## src/design/ccir_map.svh

```systemverilog
/*
  Register map, field layout and bus codes of the checksum counter
  interrupt registers.
  Assumes byte addressing on a 32-bit register bus, one word per register.
*/
`ifndef CCIR_MAP_SVH
`define CCIR_MAP_SVH

// Register byte offsets
`define CCIR_MASK_OFF    12'h200
`define CCIR_STAT_OFF    12'h208

// Reset values
`define CCIR_MASK_RST    32'h00000000
`define CCIR_STAT_RST    32'h00000000

// Implemented bits; 31:30 and 15:14 are reserved
`define CCIR_VALID_BITS  32'h3FFF3FFF

// Counter fields: frame counters low, octet counters high
`define CCIR_NUM_CNT     28
`define CCIR_FRM_LSB     0
`define CCIR_FRM_MSB     13
`define CCIR_OCT_LSB     16
`define CCIR_OCT_MSB     29
`define CCIR_CNT_SPLIT   14

// Bus address and response codes
`define CCIR_AW          12
`define CCIR_RESP_OKAY   2'h0
`define CCIR_RESP_SLVERR 2'h2

`endif

```

## src/design/ccir_pkg.sv

```systemverilog
/*
  Types shared by the checksum counter interrupt register block.
  Assumes the map header supplies every number.
*/
package ccir_pkg;

  // Register selected by a bus address
  typedef enum logic [1:0] {
    SEL_NONE,
    SEL_MASK,
    SEL_STAT
  } ccir_sel_t;

  // Write channel progress
  typedef enum logic {
    WR_COLLECT,
    WR_RESP
  } ccir_wr_st_t;

  // Read channel progress
  typedef enum logic {
    RD_IDLE,
    RD_DATA
  } ccir_rd_st_t;

endpackage : ccir_pkg

```

## src/design/ccir_regs.sv

```systemverilog
/*
  Checksum counter interrupt mask and status registers on AXI4-Lite.
  Assumes counter half/max events are one-cycle pulses on CORE_CLK.
  The counters and the interrupt merging live elsewhere.
*/
`timescale 1ns/1ps
`include "ccir_map.svh"

// Overview of operation
// - Mask register at 0x200, resets to zero, bits 31:30 and 15:14 read zero.
// - A set mask bit blocks that counter's interrupt at half and at maximum.
// - Mask bits 29..16 are octet counters, ICMP error down to IPv4 good.
// - Mask bits 13..0 are frame counters in the same protocol order.
// - Status register at 0x208, resets to zero, same bit layout as mask.
// - Status bit sets when its counter reaches half and again at maximum.
module ccir_regs
  import ccir_pkg::*;
(
  // Clock and reset
  input  wire logic                 CORE_CLK,
  input  wire logic                 RESETN,
  // Counter events, bit n is counter n
  input  wire logic [27:0]          HALF_EVT,
  input  wire logic [27:0]          FULL_EVT,
  // Write address channel
  input  wire logic                 S_AXI_AWVALID,
  output logic                      S_AXI_AWREADY,
  input  wire logic [`CCIR_AW-1:0]  S_AXI_AWADDR,
  input  wire logic [2:0]           S_AXI_AWPROT,
  // Write data channel
  input  wire logic                 S_AXI_WVALID,
  output logic                      S_AXI_WREADY,
  input  wire logic [31:0]          S_AXI_WDATA,
  input  wire logic [3:0]           S_AXI_WSTRB,
  // Write response channel
  output logic                      S_AXI_BVALID,
  input  wire logic                 S_AXI_BREADY,
  output logic [1:0]                S_AXI_BRESP,
  // Read address channel
  input  wire logic                 S_AXI_ARVALID,
  output logic                      S_AXI_ARREADY,
  input  wire logic [`CCIR_AW-1:0]  S_AXI_ARADDR,
  input  wire logic [2:0]           S_AXI_ARPROT,
  // Read data channel
  output logic                      S_AXI_RVALID,
  input  wire logic                 S_AXI_RREADY,
  output logic [31:0]               S_AXI_RDATA,
  output logic [1:0]                S_AXI_RRESP,
  // Interrupt request, level
  output logic                      IRQ
);

  localparam logic [31:0] VALID = `CCIR_VALID_BITS;

  // Address decode, shared by both channels
  function automatic ccir_sel_t ccir_decode(input logic [`CCIR_AW-1:0] a);
    ccir_sel_t s;
    s = SEL_NONE;
    if (a[1:0] == 2'h0 && a == `CCIR_MASK_OFF) s = SEL_MASK;
    if (a[1:0] == 2'h0 && a == `CCIR_STAT_OFF) s = SEL_STAT;
    return s;
  endfunction : ccir_decode

  // Place counter events on register bits: frames low, octets high
  function automatic logic [31:0] ccir_spread(input logic [27:0] v);
    logic [31:0] r;
    r = 32'h00000000;
    r[`CCIR_FRM_MSB:`CCIR_FRM_LSB] = v[`CCIR_CNT_SPLIT-1:0];
    r[`CCIR_OCT_MSB:`CCIR_OCT_LSB] = v[`CCIR_NUM_CNT-1:`CCIR_CNT_SPLIT];
    return r;
  endfunction : ccir_spread

  // Byte strobes widened to a bit mask
  function automatic logic [31:0] ccir_bytes(input logic [3:0] s);
    logic [31:0] m;
    m = 32'h00000000;
    for (int b = 0; b < 4; b++) begin
      m[b*8 +: 8] = {8{s[b]}};
    end
    return m;
  endfunction : ccir_bytes

  // Write channel storage
  ccir_wr_st_t         wr_st_r;
  ccir_wr_st_t         wr_st_nxt;
  logic                aw_held_r;
  logic                w_held_r;
  logic [`CCIR_AW-1:0] awaddr_r;
  logic [31:0]         wdata_r;
  logic [3:0]          wstrb_r;
  logic [1:0]          bresp_r;

  // Read channel storage
  ccir_rd_st_t         rd_st_r;
  ccir_rd_st_t         rd_st_nxt;
  logic [31:0]         rdata_r;
  logic [1:0]          rresp_r;

  // Register contents
  logic [31:0]         mask_r;
  logic [31:0]         mask_nxt;
  logic [31:0]         stat_q;
  logic [31:0]         stat_nxt;
  logic                irq_r;

  // Handshake and decode wires
  wire logic           aw_fire;
  wire logic           w_fire;
  wire logic           wr_fire;
  wire logic           ar_fire;
  wire ccir_sel_t      wr_sel;
  wire ccir_sel_t      rd_sel;
  wire logic [31:0]    wr_bits;
  wire logic [31:0]    evt_set;
  wire logic [31:0]    rd_clr;
  wire logic [31:0]    w1c_clr;
  wire logic [31:0]    rd_val;

  // Each channel takes a new item only while nothing is pending on it
  assign S_AXI_AWREADY = !aw_held_r && wr_st_r == WR_COLLECT;
  assign S_AXI_WREADY  = !w_held_r && wr_st_r == WR_COLLECT;
  assign S_AXI_ARREADY = rd_st_r == RD_IDLE;
  assign aw_fire = S_AXI_AWVALID && S_AXI_AWREADY;
  assign w_fire  = S_AXI_WVALID && S_AXI_WREADY;
  assign ar_fire = S_AXI_ARVALID && S_AXI_ARREADY;

  // The write acts once both halves are held, in either order
  assign wr_fire = aw_held_r && w_held_r && wr_st_r == WR_COLLECT;
  assign wr_sel  = ccir_decode(awaddr_r);
  assign rd_sel  = ccir_decode(S_AXI_ARADDR);
  assign wr_bits = ccir_bytes(wstrb_r);

  // Responses and data come straight from flops
  assign S_AXI_BVALID = wr_st_r == WR_RESP;
  assign S_AXI_BRESP  = bresp_r;
  assign S_AXI_RVALID = rd_st_r == RD_DATA;
  assign S_AXI_RDATA  = rdata_r;
  assign S_AXI_RRESP  = rresp_r;
  assign IRQ          = irq_r;

  // Write channel sequencing
  always_comb begin
    wr_st_nxt = wr_st_r;
    case (wr_st_r)
      WR_COLLECT: if (wr_fire) wr_st_nxt = WR_RESP;
      WR_RESP:    if (S_AXI_BREADY) wr_st_nxt = WR_COLLECT;
      default:    wr_st_nxt = WR_COLLECT;
    endcase
  end

  // Address and data are held until the write acts
  always_ff @(posedge CORE_CLK) begin
    if (!RESETN) begin
      wr_st_r   <= WR_COLLECT;
      aw_held_r <= 1'b0;
      w_held_r  <= 1'b0;
      awaddr_r  <= '0;
      wdata_r   <= 32'h00000000;
      wstrb_r   <= 4'h0;
      bresp_r   <= `CCIR_RESP_OKAY;
    end else begin
      wr_st_r   <= wr_st_nxt;
      aw_held_r <= aw_fire || (aw_held_r && !wr_fire);
      w_held_r  <= w_fire || (w_held_r && !wr_fire);
      if (aw_fire) awaddr_r <= S_AXI_AWADDR;
      if (w_fire) begin
        wdata_r <= S_AXI_WDATA;
        wstrb_r <= S_AXI_WSTRB;
      end
      if (wr_fire) bresp_r <= wr_sel == SEL_NONE ? `CCIR_RESP_SLVERR : `CCIR_RESP_OKAY;
    end
  end

  // Read channel sequencing
  always_comb begin
    rd_st_nxt = rd_st_r;
    case (rd_st_r)
      RD_IDLE: if (ar_fire) rd_st_nxt = RD_DATA;
      RD_DATA: if (S_AXI_RREADY) rd_st_nxt = RD_IDLE;
      default: rd_st_nxt = RD_IDLE;
    endcase
  end

  // Read value; reserved bits and unmapped words read zero
  assign rd_val = rd_sel == SEL_MASK ? mask_r & VALID :
                  rd_sel == SEL_STAT ? stat_q & VALID :
                  32'h00000000;

  // Read data are captured when the address is taken
  always_ff @(posedge CORE_CLK) begin
    if (!RESETN) begin
      rd_st_r <= RD_IDLE;
      rdata_r <= 32'h00000000;
      rresp_r <= `CCIR_RESP_OKAY;
    end else begin
      rd_st_r <= rd_st_nxt;
      if (ar_fire) begin
        rdata_r <= rd_val;
        rresp_r <= rd_sel == SEL_NONE ? `CCIR_RESP_SLVERR : `CCIR_RESP_OKAY;
      end
    end
  end

  // Mask write honours byte strobes; reserved bits never store
  assign mask_nxt = wr_fire && wr_sel == SEL_MASK ?
                    ((mask_r & ~wr_bits) | (wdata_r & wr_bits)) & VALID :
                    mask_r;

  // Mask register, cleared by reset
  always_ff @(posedge CORE_CLK) begin
    if (!RESETN) mask_r <= `CCIR_MASK_RST;
    else         mask_r <= mask_nxt;
  end

  // Half and full events of each counter land on its status bit
  assign evt_set = ccir_spread(HALF_EVT | FULL_EVT);

  // A status read clears every bit it returned
  assign rd_clr  = ar_fire && rd_sel == SEL_STAT ? VALID : 32'h00000000;

  // Writing ones also clears, so drivers can acknowledge without a read
  assign w1c_clr = wr_fire && wr_sel == SEL_STAT ? wdata_r & wr_bits : 32'h00000000;

  // Sticky status bits
  ccir_sticky_bank u_stat (
    .clk      (CORE_CLK),
    .resetn   (RESETN),
    .set_vec  (evt_set),
    .clr_vec  (rd_clr | w1c_clr),
    .stat_q   (stat_q),
    .stat_nxt (stat_nxt)
  );

  // Registered from next values so IRQ tracks status and mask exactly
  always_ff @(posedge CORE_CLK) begin
    if (!RESETN) irq_r <= 1'b0;
    else         irq_r <= |(stat_nxt & ~mask_nxt);
  end
endmodule : ccir_regs

```

## src/design/ccir_sticky_bank.sv

```systemverilog
/*
  Bank of sticky status bits: set by hardware events, cleared by software.
  Assumes set and clear vectors come from logic on the same clock.
*/
`timescale 1ns/1ps
`include "ccir_map.svh"

module ccir_sticky_bank
  import ccir_pkg::*;
(
  // Clock and reset
  input  wire logic        clk,
  input  wire logic        resetn,
  // Set and clear requests
  input  wire logic [31:0] set_vec,
  input  wire logic [31:0] clr_vec,
  // Status
  output logic      [31:0] stat_q,
  output logic      [31:0] stat_nxt
);

  localparam logic [31:0] VALID = `CCIR_VALID_BITS;
  localparam logic [31:0] RSTV  = `CCIR_STAT_RST;

  // Next value per bit; reserved bits never set
  genvar i;
  generate
    for (i = 0; i < 32; i++) begin : g_bit
      if (VALID[i]) begin : g_live
        // Set beats clear so an event in a clearing cycle is kept
        assign stat_nxt[i] = set_vec[i] | (stat_q[i] & ~clr_vec[i]);
      end else begin : g_rsvd
        assign stat_nxt[i] = 1'b0;
      end
    end
  endgenerate

  // One register for the whole word keeps a single driver on the status
  always_ff @(posedge clk) begin
    if (!resetn) stat_q <= RSTV & VALID;
    else         stat_q <= stat_nxt;
  end

endmodule : ccir_sticky_bank
```

## config.mk

```make
export PLATFORM = sky130hd
export DESIGN_NAME = ccir_regs
export DESIGN_NICKNAME = d
export VERILOG_FILES = /design/src/design/ccir_pkg.sv /design/src/design/ccir_regs.sv /design/src/design/ccir_sticky_bank.sv
export VERILOG_INCLUDE_DIRS = /design/src /design/src/design
export SDC_FILE = /design/constraint.sdc
export NUM_CORES = 1
export LEC_CHECK = 0
export ABC_AREA = 1
export ABC_CLOCK_PERIOD_IN_PS = 2900
export BUFFER_PORTS_ARGS = -buffer_cell sky130_fd_sc_hd__buf_2
export CAP_MARGIN = 20
export CORE_AREA = 2 2 90 135
export DETAILED_ROUTE_END_ITERATION = 7
export DIE_AREA = 0 0 92 137
export PLACE_DENSITY = 0.86
export SLEW_MARGIN = 40
export SYNTH_ARGS = -nofsm -noshare
export SYNTH_HDL_FRONTEND = slang
export SYNTH_SLANG_ARGS = --single-unit
```

## constraint.sdc

```tcl
create_clock -name CORE_CLK -period 2.9 [get_ports CORE_CLK]
set_input_delay 0 -clock CORE_CLK [delete_from_list [all_inputs] [get_ports CORE_CLK]]
set_output_delay 0 -clock CORE_CLK [all_outputs]
set_load 0.1 [all_outputs]
```

==> impl_metrics.tcl <==
set metrics [dict create \
    status "complete, no violations" \
    tns_ps 0 \
    drt_iter0_drc 910 \
    clk_latency_ps 420 \
    r2r-start "awaddr_r[9]$_SDFFE_PN0P_" \
    core_area_um2 11400 \
    layout.nets 1299 \
    hold_buffers 105 \
    slowest_delay_ps 400 \
    crit_chain "inv_1, nor2_1, and2_0, nand3_4, buf_4, nand2_1, nand2_1, nand2_1, nand2_1, nor2_1, nand2_1, nor2_2, a21oi_2" \
    p_leak_nw 4.44 \
    setup_viol 0 \
    synth-seq-cells 135 \
    dp.cells 1196 \
    area_growth_syn_to_layout_pct 38.6 \
    peakVddDrop_uv 499 \
    power_density_nw_per_um2 558 \
    h-tree-depth 4 \
    first_global_vias 7205 \
    mostFrequentLayoutCell "nand2_1" \
    yosys_warnings 0 \
    critPathCaptureType "flip-flop" \
    setup.worst_path.start_class "flip-flop" \
    worst_slew_pin_slew_ps 692 \
    place.gp.congestion 0.849 \
    cts_buffer_depth 2 \
    cts_buffers 17 \
    grt_use_met2_pct 59.8 \
    initial_core_util_pct 55.5 \
    synth_sequential_area_ratio_pct 42.7 \
    cp_slowest_cell "and2_0" \
    antenna_found_initial 0 \
    instances_no_fill 1332 \
    hold_class "in2reg" \
    grt_max_degree 67 \
    finClkSkew_ps 10.1 \
    cts_tree "yes" \
    hpwl_um 11400 \
    drtPass1Iterations 6 \
    final.period_utilization_pct 86.6 \
    crit_arrival_ps 2800 \
    grt_remaining_overflow 0 \
    relSlewSlack_pct 53.8 \
    path_clk_slew_ps 60 \
    wl_per_cell_um 16.0 \
    hold_viol_final 0 \
    drive_above_1_share_pct 20.6 \
    gr-usage-met1_pct 37.7 \
    vias_per_cell 5.50 \
    diodes 0 \
    root_buffer "clkbuf_16" \
    fmax_mhz 398 \
    synth_area_leaders "dfxtp_1 43%, nand2_1 12%, nor2_1 9.9%" \
    synth_top_area_share_pct 42.7 \
    finalCriticalPeriod_ps 2510 \
    worstSetupStartpoint "awaddr_r[9]$_SDFFE_PN0P_" \
    die_x_um 92 \
    syn_inst 931 \
    crit_fanout 20 \
    io_buffers 154 \
    drc 0 \
    finalMaxSlewViolations 0 \
    num_rows 48 \
    rsz0062_at_grt "false" \
    cp_common_cell "nand2_1" \
    layout_common_cells "199 x nand2_1, 165 x nor2_1, 154 x buf_2" \
    cts_setup_buffers 0 \
    ant_nets 0 \
    cts_sinks 135 \
    crit_required_ps 3190 \
    grt_usage_pct 33.8 \
    netlist_area_um2 6330 \
    synth_top_cell_by_area "dfxtp_1" \
    vias 7323 \
    fp.dieH_um 137 \
    finalWirelength_um 21300 \
    path_class "reg2reg" \
    ios 171 \
    grt_pass1_wl_um 33700 \
    synth_cell_type_count 30 \
    use_met3_pct 7.27 \
    worstHoldStart "S_AXI_WVALID" \
    post_cts_resized 0 \
    top_usage_layer "met2" \
    maxCapViolations 0 \
    dieArea_um2 12600 \
    synth_area_per_cell_um2 6.80 \
]
==> cell families after synthesis <==
family | share of synthesized area [%]
compound gates | 15.9
buf+inv | 11.6
flops | 42.7
other cells | 0.0592
simple gates | 29.8
==> registers in the layout, summed over array words and instances, names as in the netlist <==
| name | flops |
|---|---|
| IRQ | 1 |
| S_AXI_BRESP | 1 |
| S_AXI_BVALID | 1 |
| S_AXI_RDATA | 28 |
| S_AXI_RRESP | 1 |
| S_AXI_RVALID | 1 |
| aw_held_r | 1 |
| awaddr_r | 12 |
| mask_r | 28 |
| u_stat.stat_q | 28 |
| w_held_r | 1 |
| wdata_r | 28 |
| wstrb_r | 4 |
==> through the flow <==
step | instance area, um^2 | power [mW] | worst slack (ps) | utilization [%] | hold WS [ps]
5_1_grt | 8780 | 5.03 | 258 | 76.9 | 161
4_1_cts | 8780 | 4.84 | 657 | 76.9 | 116
3_5_place_dp | 7130 | 2.59 | 681 | 62.5 | 257
6_report | 8780 | 4.90 | 390 | 76.9 | 117
3_3_place_gp | 7130 | 2.58 | 704 | 62.5 | 251
2_1_floorplan | 6360 | 2.42 | 153 | - | 163
==> area by class of cell <==
type,count,area (um^2)
flip-flops and latches,135,2700
repair buffers,271,1940
clock inverters,12,154
clock buffers,19,443
multi-input cells,631,2930
well taps,150,188
fillers,767,2630
inverters,114,428
==> report_power, final <==
group | switching [mW] | internal, mW
combinational | 0.421 | 0.260
sequential | 0.0806 | 1.95
clock | 0.824 | 1.37
total | 1.33 | 3.57
==> cells in the mapped netlist <==
master	number
nand2_1	199
o221ai_1	19
nor3_1	1
o21ai_2	13
buf_2	7
buf_1	1
o21ai_1	11
and2_0	1
and3b_1	1
buf_4	9
dfxtp_1	135
conb_1	1
nand2_2	15
inv_2	5
nand2_4	1
nor2_2	5
o21a_1	1
clkinv_1	1
o21ai_0	85
nand4_1	27
a21oi_1	46
nand3_4	1
inv_1	108
clkbuf_1	32
nand3_1	26
buf_6	7
nor4_1	4
a21oi_2	1
nor2_1	167
nor3_4	1
==> routing by layer <==
layer | up-vias | share of wire [%]
met3 | 107 | 8.6
met1 | 3318 | 36
met5 | - | 0
met4 | 0 | 5.1
li1 | 3433 | -
met2 | 465 | 50
==> worst max-delay path: cells and delay by family, from the launching register on <==
family / cells / cell delay (ps)
AND/OR/NAND/NOR: 10 / 1600
flip-flops: 1 / 320
AO/OA/AOI/OAI: 1 / 70
buffers and inverters: 2 / 390
==> final timing paths <==
kind	to	slack, ps	cells past startpoint
max	IRQ$_SDFF_PN0_	390	13
min	wstrb_r[2]$_SDFFE_PN0P_	120	4
max reg2reg	IRQ$_SDFF_PN0_	390	13
min reg2reg	S_AXI_RDATA[26]$_SDFFE_PN0P_	460	2
Note: power is estimated with default switching activity, not from simulation.
